`src/pxb_cfg.svh`:
```
// pxb_cfg.svh: constants for the priority crossbar pin assigner
// assumes: included by the package and the crossbar top, nothing else
`ifndef PXB_CFG_SVH
`define PXB_CFG_SVH

// ======================================================================
// pin counts
`define PXB_NPIN 25
`define PXB_NXPIN 20
`define PXB_NSIG 21
`define PXB_MAPW 5
`define PXB_UART_TX_PIN 4
`define PXB_UART_RX_PIN 5
`define PXB_NCEX 5
// fixed gpio pins watched by the driver checks
`define PXB_OD_PIN 21
`define PXB_AN_PIN 22

// ======================================================================
// signal indices, highest priority first
`define PXB_S_TX 0
`define PXB_S_RX 1
`define PXB_S_SCK 2
`define PXB_S_MISO 3
`define PXB_S_MOSI 4
`define PXB_S_NSS 5
`define PXB_S_SDA 6
`define PXB_S_SCL 7
`define PXB_S_CP0 8
`define PXB_S_COMPARATOR0_ASYNC_OUT 9
`define PXB_S_CP1 10
`define PXB_S_COMPARATOR1_ASYNC_OUT 11
`define PXB_S_SYSCLK 12
`define PXB_S_COUNTER_MODULE_OUT0 13
`define PXB_S_ECI 18
`define PXB_S_T0 19
`define PXB_S_T1 20

// ======================================================================
// select register a fields
`define PXB_A_UART 0
`define PXB_A_SPI 1
`define PXB_A_SMB 2
`define PXB_A_SYSCLK 3
`define PXB_A_CP0 4
`define PXB_A_COMPARATOR0_ASYNC_OUT 5
`define PXB_A_CP1 6
`define PXB_A_COMPARATOR1_ASYNC_OUT 7

// ======================================================================
// select register b fields
`define PXB_B_CEX_LO 0
`define PXB_B_CEX_HI 2
`define PXB_B_CEX_MAX 3'h5
`define PXB_B_ECI 3
`define PXB_B_T0 4
`define PXB_B_T1 5
`define PXB_B_WPUD 6
`define PXB_B_ENABLE 7

`endif

```
`src/pxb_pkg.sv`:
```
// pxb_pkg.sv: types shared by the crossbar and its bench
// assumes: pxb_cfg.svh on the include path
`include "pxb_cfg.svh"
`default_nettype none

package pxb_pkg;
  typedef logic [`PXB_NSIG-1:0] pxb_sig_t;
  typedef logic [`PXB_NPIN-1:0] pxb_pins_t;
  typedef logic [`PXB_MAPW-1:0] pxb_map_t;
  // one bundle of pin drive
  typedef struct packed {
    pxb_pins_t dout;
    pxb_pins_t doe;
  } pxb_drive_s;
endpackage : pxb_pkg

`default_nettype wire

```
`src/pxb_crossbar.sv`:
```
// pxb_crossbar.sv: priority crossbar, pin driver mode and port read-back
// assumes: all inputs synchronous to CLK; pin pads resolve level from DOUT/DOE
//
// Behaviour
// [RULE_01] only pins P0.0 to P2.3 may carry peripheral signals
// [RULE_02] each pin is digital I/O or analog input, per mode bit
// [RULE_03] port read always returns the pin state, whatever is routed; code returns 0 for pins in analog mode
// [RULE_04] signals are processed in fixed priority, serial port first
// [RULE_05] each enabled signal takes the lowest free, unskipped pin
// [RULE_06] serial transmit and receive always sit on P0.4 and P0.5
// [RULE_07] an allocated pin is excluded for all later signals
// [RULE_08] pins with skip bit set are passed over
// [RULE_09] a skipped pin counts exactly as an allocated one
// [RULE_10] software skips pins used outside the crossbar
// [RULE_11] special-function signals never allocated; software skips their pins
// [RULE_12] skip mask 0x0c on port 0 moves allocation past bits 2 and 3
// [RULE_13] per-pin push-pull or open-drain output mode for ports 0-3
// [RULE_14] two select registers choose which signals take part
// [RULE_15] two-wire and serial port each take both their pins together
// [RULE_16] master enable clear leaves all pins as input port I/O; code turns off the drivers of P0.0 to P2.3 only
// [RULE_17] slave select takes a pin only in 4-wire mode
// [RULE_18] order: serial, spi, two-wire, comparators, sysclk, counters, eci, timers
// [RULE_19] skip masks 8/8/4 bits; signals without a free pin stay unconnected
`include "pxb_cfg.svh"
`default_nettype none

module pxb_crossbar (
  input wire logic CLK,
  input wire logic RST_B,
  input wire logic [7:0] XBAR_SELECT_REG_A,
  input wire logic [7:0] XBAR_SELECT_REG_B,
  input wire logic [7:0] PORT0_SKIP_MASK,
  input wire logic [7:0] PORT1_SKIP_MASK,
  input wire logic [3:0] PORT2_SKIP_MASK,
  input wire logic SPI_FOUR_WIRE,
  input wire pxb_pkg::pxb_pins_t PORT_OUTPUT_MODE,
  input wire pxb_pkg::pxb_pins_t PORT_DIGITAL_MODE,
  input wire pxb_pkg::pxb_pins_t PORT_LATCH_OUT,
  input wire pxb_pkg::pxb_pins_t PIN_IN,
  input wire pxb_pkg::pxb_sig_t PERIPH_OUT,
  input wire pxb_pkg::pxb_sig_t PERIPH_OE,
  output var pxb_pkg::pxb_drive_s PIN_DRIVE,
  output var pxb_pkg::pxb_pins_t PIN_PULLUP,
  output var pxb_pkg::pxb_pins_t PORT_READ,
  output var pxb_pkg::pxb_sig_t PERIPH_IN
);
  import pxb_pkg::*;

  // ====================================================================
  // enabled signal set
  pxb_sig_t want;
  logic [2:0] cex_count;
  always_comb begin
    want = '0;
    cex_count = XBAR_SELECT_REG_B[`PXB_B_CEX_HI:`PXB_B_CEX_LO];
    if (cex_count > `PXB_B_CEX_MAX) begin
      cex_count = `PXB_B_CEX_MAX;
    end
    want[`PXB_S_TX] = XBAR_SELECT_REG_A[`PXB_A_UART]; // RULE_14
    want[`PXB_S_RX] = XBAR_SELECT_REG_A[`PXB_A_UART]; // RULE_15
    want[`PXB_S_SCK] = XBAR_SELECT_REG_A[`PXB_A_SPI];
    want[`PXB_S_MISO] = XBAR_SELECT_REG_A[`PXB_A_SPI];
    want[`PXB_S_MOSI] = XBAR_SELECT_REG_A[`PXB_A_SPI];
    want[`PXB_S_NSS] = XBAR_SELECT_REG_A[`PXB_A_SPI] & SPI_FOUR_WIRE; // RULE_17
    want[`PXB_S_SDA] = XBAR_SELECT_REG_A[`PXB_A_SMB]; // RULE_15
    want[`PXB_S_SCL] = XBAR_SELECT_REG_A[`PXB_A_SMB];
    want[`PXB_S_CP0] = XBAR_SELECT_REG_A[`PXB_A_CP0];
    want[`PXB_S_COMPARATOR0_ASYNC_OUT] = XBAR_SELECT_REG_A[`PXB_A_COMPARATOR0_ASYNC_OUT];
    want[`PXB_S_CP1] = XBAR_SELECT_REG_A[`PXB_A_CP1];
    want[`PXB_S_COMPARATOR1_ASYNC_OUT] = XBAR_SELECT_REG_A[`PXB_A_COMPARATOR1_ASYNC_OUT];
    want[`PXB_S_SYSCLK] = XBAR_SELECT_REG_A[`PXB_A_SYSCLK];
    for (int c = 0; c < `PXB_NCEX; c++) begin
      want[`PXB_S_COUNTER_MODULE_OUT0 + c] = (3'(c) < cex_count);
    end
    want[`PXB_S_ECI] = XBAR_SELECT_REG_B[`PXB_B_ECI];
    want[`PXB_S_T0] = XBAR_SELECT_REG_B[`PXB_B_T0];
    want[`PXB_S_T1] = XBAR_SELECT_REG_B[`PXB_B_T1];
  end

  // ====================================================================
  // priority decode; map entry is signal index plus one, zero for none
  logic [`PXB_NXPIN-1:0] skip_all;
  logic [`PXB_NXPIN-1:0] taken;
  logic [`PXB_NXPIN-1:0][`PXB_MAPW-1:0] next_map;
  logic found;
  assign skip_all = {PORT2_SKIP_MASK, PORT1_SKIP_MASK, PORT0_SKIP_MASK}; // RULE_19
  always_comb begin
    taken = skip_all; // RULE_08 RULE_09 RULE_11 RULE_12
    next_map = '0;
    found = 1'b0;
    if (XBAR_SELECT_REG_B[`PXB_B_ENABLE]) begin // RULE_16
      // serial pins are fixed so a bootloader always finds them
      if (want[`PXB_S_TX]) begin // RULE_06
        next_map[`PXB_UART_TX_PIN] = `PXB_MAPW'(`PXB_S_TX + 1);
        next_map[`PXB_UART_RX_PIN] = `PXB_MAPW'(`PXB_S_RX + 1);
        taken[`PXB_UART_TX_PIN] = 1'b1;
        taken[`PXB_UART_RX_PIN] = 1'b1;
      end
      for (int s = `PXB_S_SCK; s < `PXB_NSIG; s++) begin // RULE_04 RULE_18
        found = 1'b0;
        if (want[s]) begin
          for (int p = 0; p < `PXB_NXPIN; p++) begin // RULE_01
            if (!found && !taken[p]) begin // RULE_05
              next_map[p] = `PXB_MAPW'(s + 1);
              taken[p] = 1'b1; // RULE_07
              found = 1'b1;
            end
          end
        end
      end
    end
  end

  logic [`PXB_NXPIN-1:0][`PXB_MAPW-1:0] map;
  logic en_q;
  logic wpud_q;
  logic [`PXB_NXPIN-1:0] skip_q;
  logic uart_q;
  logic spi_q;
  logic nss_q;
  always_ff @(posedge CLK or negedge RST_B) begin
    if (!RST_B) begin
      map <= '0;
      en_q <= 1'b0;
      wpud_q <= 1'b0;
      skip_q <= '0;
      uart_q <= 1'b0;
      spi_q <= 1'b0;
      nss_q <= 1'b0;
    end else begin
      map <= next_map;
      en_q <= XBAR_SELECT_REG_B[`PXB_B_ENABLE];
      wpud_q <= XBAR_SELECT_REG_B[`PXB_B_WPUD];
      skip_q <= skip_all;
      uart_q <= want[`PXB_S_TX];
      spi_q <= want[`PXB_S_SCK];
      nss_q <= want[`PXB_S_NSS];
    end
  end

  // ====================================================================
  // pin drivers and routed inputs
  pxb_drive_s next_drive;
  pxb_pins_t next_pullup;
  pxb_sig_t next_periph_in;
  logic [`PXB_MAPW-1:0] idx;
  logic od;
  logic val;
  logic drv;
  always_comb begin
    next_drive = '0;
    next_pullup = '0;
    next_periph_in = '1; // unconnected inputs idle high
    idx = '0;
    od = 1'b0;
    val = 1'b0;
    drv = 1'b0;
    for (int p = 0; p < `PXB_NPIN; p++) begin
      // modulo keeps the map index in range for the gpio-only pins
      idx = (p < `PXB_NXPIN) ? map[p % `PXB_NXPIN] : '0;
      od = !PORT_OUTPUT_MODE[p]; // RULE_13
      val = PORT_LATCH_OUT[p];
      drv = 1'b1;
      if (idx != '0) begin
        val = PERIPH_OUT[idx - 1'b1];
        drv = PERIPH_OE[idx - 1'b1];
        // two-wire pins are open-drain whatever the mode bit says
        if ((idx == `PXB_MAPW'(`PXB_S_SDA + 1)) || (idx == `PXB_MAPW'(`PXB_S_SCL + 1))) begin
          od = 1'b1;
        end
        next_periph_in[idx - 1'b1] = PIN_IN[p] & PORT_DIGITAL_MODE[p];
      end
      // output drivers of crossbar pins stay off until it is enabled
      if (p < `PXB_NXPIN && !en_q) begin // RULE_16
        drv = 1'b0;
      end
      drv = drv & PORT_DIGITAL_MODE[p]; // RULE_02
      next_drive.doe[p] = drv & (od ? !val : 1'b1);
      next_drive.dout[p] = od ? 1'b0 : val;
      // pull-up off while driving low to save power
      next_pullup[p] = !wpud_q & od & PORT_DIGITAL_MODE[p] & !next_drive.doe[p];
    end
  end

  always_ff @(posedge CLK or negedge RST_B) begin
    if (!RST_B) begin
      PIN_DRIVE <= '0;
      PIN_PULLUP <= '0;
      PERIPH_IN <= '1;
    end else begin
      PIN_DRIVE <= next_drive;
      PIN_PULLUP <= next_pullup;
      PERIPH_IN <= next_periph_in;
    end
  end

  // analog pins have their receiver off and read low
  always_ff @(posedge CLK or negedge RST_B) begin
    if (!RST_B) begin
      PORT_READ <= '0;
    end else begin
      PORT_READ <= PIN_IN & PORT_DIGITAL_MODE; // RULE_03
    end
  end

  // ====================================================================
  // checks
  logic [`PXB_NXPIN-1:0] free_q;
  logic [`PXB_MAPW-1:0] first_free;
  logic got;
  logic skip_hit;
  logic nss_placed;
  always_comb begin
    free_q = ~skip_q;
    first_free = '0;
    got = 1'b0;
    skip_hit = 1'b0;
    nss_placed = 1'b0;
    if (uart_q) begin
      free_q[`PXB_UART_TX_PIN] = 1'b0;
      free_q[`PXB_UART_RX_PIN] = 1'b0;
    end
    for (int p = 0; p < `PXB_NXPIN; p++) begin
      if (!got && free_q[p]) begin
        first_free = `PXB_MAPW'(p);
        got = 1'b1;
      end
      // only the fixed serial pins may land on a skipped pin
      if (skip_q[p] && (map[p] != '0)) begin
        skip_hit = skip_hit |
          !(uart_q && en_q && (p == `PXB_UART_TX_PIN || p == `PXB_UART_RX_PIN));
      end
      if (map[p] == `PXB_MAPW'(`PXB_S_NSS + 1)) begin
        nss_placed = 1'b1;
      end
    end
  end
endmodule : pxb_crossbar

`default_nettype wire

```
`config.mk`:
```
export PLATFORM = sky130hd
export DESIGN_NAME = pxb_crossbar
export DESIGN_NICKNAME = d
export VERILOG_FILES = /design/src/pxb_pkg.sv /design/src/pxb_crossbar.sv
export VERILOG_INCLUDE_DIRS = /design/src /design/src/src
export SDC_FILE = /design/constraint.sdc
export NUM_CORES = 2
export LEC_CHECK = 0
export BUFFER_PORTS_ARGS = -buffer_cell sky130_fd_sc_hd__buf_2
export CORE_MARGIN = 4
export CORE_UTILIZATION = 30
export DETAILED_ROUTE_END_ITERATION = 10
export PLACE_DENSITY = 0.51
export REMOVE_ABC_BUFFERS = 1
export SYNTH_ARGS = -nofsm -noshare
export SYNTH_HDL_FRONTEND = slang
export SYNTH_SLANG_ARGS = --single-unit
```
`constraint.sdc`:
```
create_clock -name CLK -period 4.6 [get_ports CLK]
set_input_delay 0.69 -clock CLK [delete_from_list [all_inputs] [get_ports CLK]]
set_output_delay 0.69 -clock CLK [all_outputs]
set_load 0.02 [all_outputs]
```
==> results.tsv <==
stage	metric	value	unit
synthesis	syn-cell-area	36500	sq um
synthesis	synth_enable_flop_cells	0	
drt	dr.first_iter.drc_count	4295	
sta	final.setup_skew	0.0186	ns
clock_tree	cts_inserted_buffers	23	
clock_tree	cts.path.max_buffers	3	
sta	grt_setup_unrepaired	true	
drt	wl_per_instance	21.9	um
placement	place_inst	7562	
global_route	grt_max_degree	85	
power_and_ir_drop	powerDensity	317	nW/um^2
synthesis	synth_largest_area_cell	sky130_fd_sc_hd__dfrtp_1	
floorplan	fp.dieH	357	um
hold_path	worst_hold_path_type	in -> async	
finish	multi_input_comb_area	32000	sq um
sta	setup_viol_count_final	86	
floorplan	floorplan.core_area	120000	sq um
synthesis	syn_area_per_cell	7.63	sq um
setup_path	cp_data_arrival_time	6.66	ns
setup_path	start_kind	input pin	
sta	setup_ws_final	-1.62	ns
sta	slew_violations	0	
clock_tree	cts.sinks	223	
synthesis	synth.yosys.warnings	0	
sta	finalCritPeriodShare	135	%
drt	totalWireLength	170000	um
sta	hold_viol	0	
power_and_ir_drop	ir_worst_vdd	0.251	mV
clock_tree	cts_tree	yes	
floorplan	floorplan.die.width	357	um
global_route	grt_remaining_overflow	0	
synthesis	dominantRegCellSynth	sky130_fd_sc_hd__dfrtp_1	
placement	place_ws	-2.76	ns
drt	route.detailed.vias_per_inst	5.76	
setup_path	critical_path.slowest_cell	sky130_fd_sc_hd__or4_4	
drt	detail-route-antenna-nets	0	
setup_path	crit_path_max_fanout	6	
finish	area_growth_syn_to_layout	45.1	%
outcome	failed_checks	negative setup slack	
finish	final_cells	7745	
outcome	outcome	complete, but fails checks	
placement	gpl.final_weighted_congestion	0.950	
power_and_ir_drop	power.static_leakage	21.8	nW
placement	io_buffers	301	
setup_path	setup.worst_path.class	in -> reg	
drt	drt_pass1_iterations	8	
drt	post-route-drc-count	0	
setup_path	timing.critical_path.slowest_cell_delay	0.54	ns
flow_run	maxCapViolations	0	
floorplan	initial_utilization	30.3	%
finish	post_route_cells_drive_above_1_share	41.5	%
floorplan	row_count	127	
finish	fill_cells	12056	
sta	worst_pin_slew	1.31	ns
synthesis	synthDominantCellAreaShare	13.9	%
synthesis	ys_ff_latch	223	
synthesis	synth_area_leaders	sky130_fd_sc_hd__dfrtp_1, sky130_fd_sc_hd__mux4_2, sky130_fd_sc_hd__nor2_1	
synthesis	asr_flop_ratio_synth	100	%
setup_path	cp_common_cell	sky130_fd_sc_hd__buf_4	
global_route	grtUsageTotal	25.2	%
setup_path	end_kind	register	
clock_tree	root_buffer	sky130_fd_sc_hd__clkbuf_16	
setup_path	worst-endpoint-required	5.04	ns
clock_tree	path_clk_slew	0.06	ns
finish	regArea	5610	sq um
synthesis	post_synth_inst_count	4778	
global_route	via_count_of_the_first_global_routing_pass	42766	
sta	relSlewSlack	12.1	%
drt	via_count	44630	
finish	nNetsFinal	6419	
global_route	wire_length_of_the_first_global_routing_pass	255000	um
sta	fmaxAchievable	0.161	GHz
clock_tree	h_tree_levels	1	
synthesis	synth_seq_area_share	15.4	%
placement	post-dp-hpwl	133000	um
floorplan	pin_count	302	
global_route	antenna_found_initial	3	
synthesis	synthDistinctLibCells	130	
clock_tree	clk_latency	0.57	ns
floorplan	die_area	127000	sq um
sta	min_period	6.22	ns
==> worst paths after layout <==
check	from	end	slack [ns]	depth (start not counted)
max in group asynchronous	RST_B	PIN_PULLUP[17]	3.65	2
worst max-delay path	PORT0_SKIP_MASK[3]	map[94]	-1.62	30
min in group CLK	XBAR_SELECT_REG_B[6]	wpud_q	0.24	1
worst min-delay path	RST_B	PORT_READ[0]	0.09	1
worst max register to register	map[5]	PERIPH_IN[12]	-0.47	28
worst min register to register	wpud_q	PIN_PULLUP[2]	0.62	1
==> per-stage QoR <==
stage               power, mW  util (%)  setup TNS [ns]  cell area [sq um]  hold WS, ns
floorplan                9.07         -         -111.63              35100        0.394
global placement         13.4      39.7         -138.61              47700        0.588
detailed placement       13.5      39.7         -143.40              47700        0.592
CTS                      16.2      42.5          -70.00              51100       0.0872
global route             17.8      44.0          -93.61              52900        0.129
finish                   16.8      44.0          -72.63              52900       0.0915
==> cell usage in the layout (no fill, tap or decap), types with 108 or more instances in the layout <==
cell type / n
sky130_fd_sc_hd__a21oi_1: 279
sky130_fd_sc_hd__buf_2: 294
sky130_fd_sc_hd__buf_4: 1253
sky130_fd_sc_hd__dfrtp_1: 201
sky130_fd_sc_hd__ha_1: 117
sky130_fd_sc_hd__inv_1: 108
sky130_fd_sc_hd__mux2i_1: 174
sky130_fd_sc_hd__mux4_2: 208
sky130_fd_sc_hd__nand2_1: 514
sky130_fd_sc_hd__nand3_1: 215
sky130_fd_sc_hd__nor2_1: 551
sky130_fd_sc_hd__nor3_1: 109
sky130_fd_sc_hd__o21ai_0: 214
==> cell families (layout without fill, tap and decap cells) <==
kind of cell / after synthesis / after routing / synth area share [%]
compound gates: 1468 / 1468 / 28.3
xor+xnor: 100 / 100 / 2.40
fa+ha+maj: 154 / 154 / 5.08
buf+inv: 445 / 1799 / 4.90
flops: 223 / 223 / 15.4
mux: 405 / 405 / 18.3
other cells: 0 / 1 / 0
simple gates: 1983 / 1983 / 25.6
==> area by class of cell <==
type / count / area share [%]
Timing Repair Buffer: 1641 / 22.7
Multi-Input combinational cell: 4110 / 60.5
Sequential cell: 223 / 10.6
Inverter: 120 / 0.851
Clock inverter: 11 / 0.414
Tap cell: 1612 / 3.81
Clock buffer: 27 / 1.13
Antenna cell: 1 / 0.00473
==> report_power, final <==
part | switching, mW | leakage (nW) | internal [mW]
Sequential | 0.325 | 2.91 | 2.31
Clock | 0.828 | 0.396 | 1.27
Combinational | 7.03 | 18.5 | 5.01
==> registers in the layout, indices dropped and copies added (netlist names) <==
signal      flops
PERIPH_IN      21
PIN_DRIVE      50
PIN_PULLUP     25
PORT_READ      25
en_q            1
map           100
wpud_q          1
==> synthesized netlist by cell type, types with 30 or more instances <==
library cell	instances
sky130_fd_sc_hd__a211oi_1	59
sky130_fd_sc_hd__a21o_1	35
sky130_fd_sc_hd__a21oi_1	336
sky130_fd_sc_hd__a221oi_1	35
sky130_fd_sc_hd__a22oi_1	52
sky130_fd_sc_hd__a31oi_1	88
sky130_fd_sc_hd__and2_1	81
sky130_fd_sc_hd__and3_1	48
sky130_fd_sc_hd__clkbuf_1	252
sky130_fd_sc_hd__dfrtp_1	202
sky130_fd_sc_hd__ha_1	119
sky130_fd_sc_hd__inv_1	111
sky130_fd_sc_hd__mux2i_1	178
sky130_fd_sc_hd__mux4_2	208
sky130_fd_sc_hd__nand2_1	547
sky130_fd_sc_hd__nand3_1	236
sky130_fd_sc_hd__nand4_1	53
sky130_fd_sc_hd__nor2_1	600
sky130_fd_sc_hd__nor2b_1	54
sky130_fd_sc_hd__nor3_1	134
sky130_fd_sc_hd__o211ai_1	49
sky130_fd_sc_hd__o21a_1	41
sky130_fd_sc_hd__o21ai_0	260
sky130_fd_sc_hd__o221ai_1	35
sky130_fd_sc_hd__o22ai_1	50
sky130_fd_sc_hd__o31ai_1	30
sky130_fd_sc_hd__xnor2_1	55
sky130_fd_sc_hd__xor2_1	45
==> what timing repair did <==
action,CTS,global route
pin swaps,179,139
setup buffers,83,66
setup endpoints to repair,89,90
resized for setup,447,302
gates cloned,0,1
hold buffers,0,0
==> routing by layer <==
layer | GRT usage (%) | share of wire [%]
met1 | 35.6 | 44
met2 | 39.1 | 44
met3 | 4.09 | 8.3
met4 | 8.43 | 3.8
met5 | 0.830 | 0.078
==> critical path: cells and delay by family <==
kind / cells / cell delay [ns]
compound gates: 13 / 3.08
simple gates: 8 / 1.63
buf+inv: 9 / 1.25
Power figures use the tool's default switching activity.
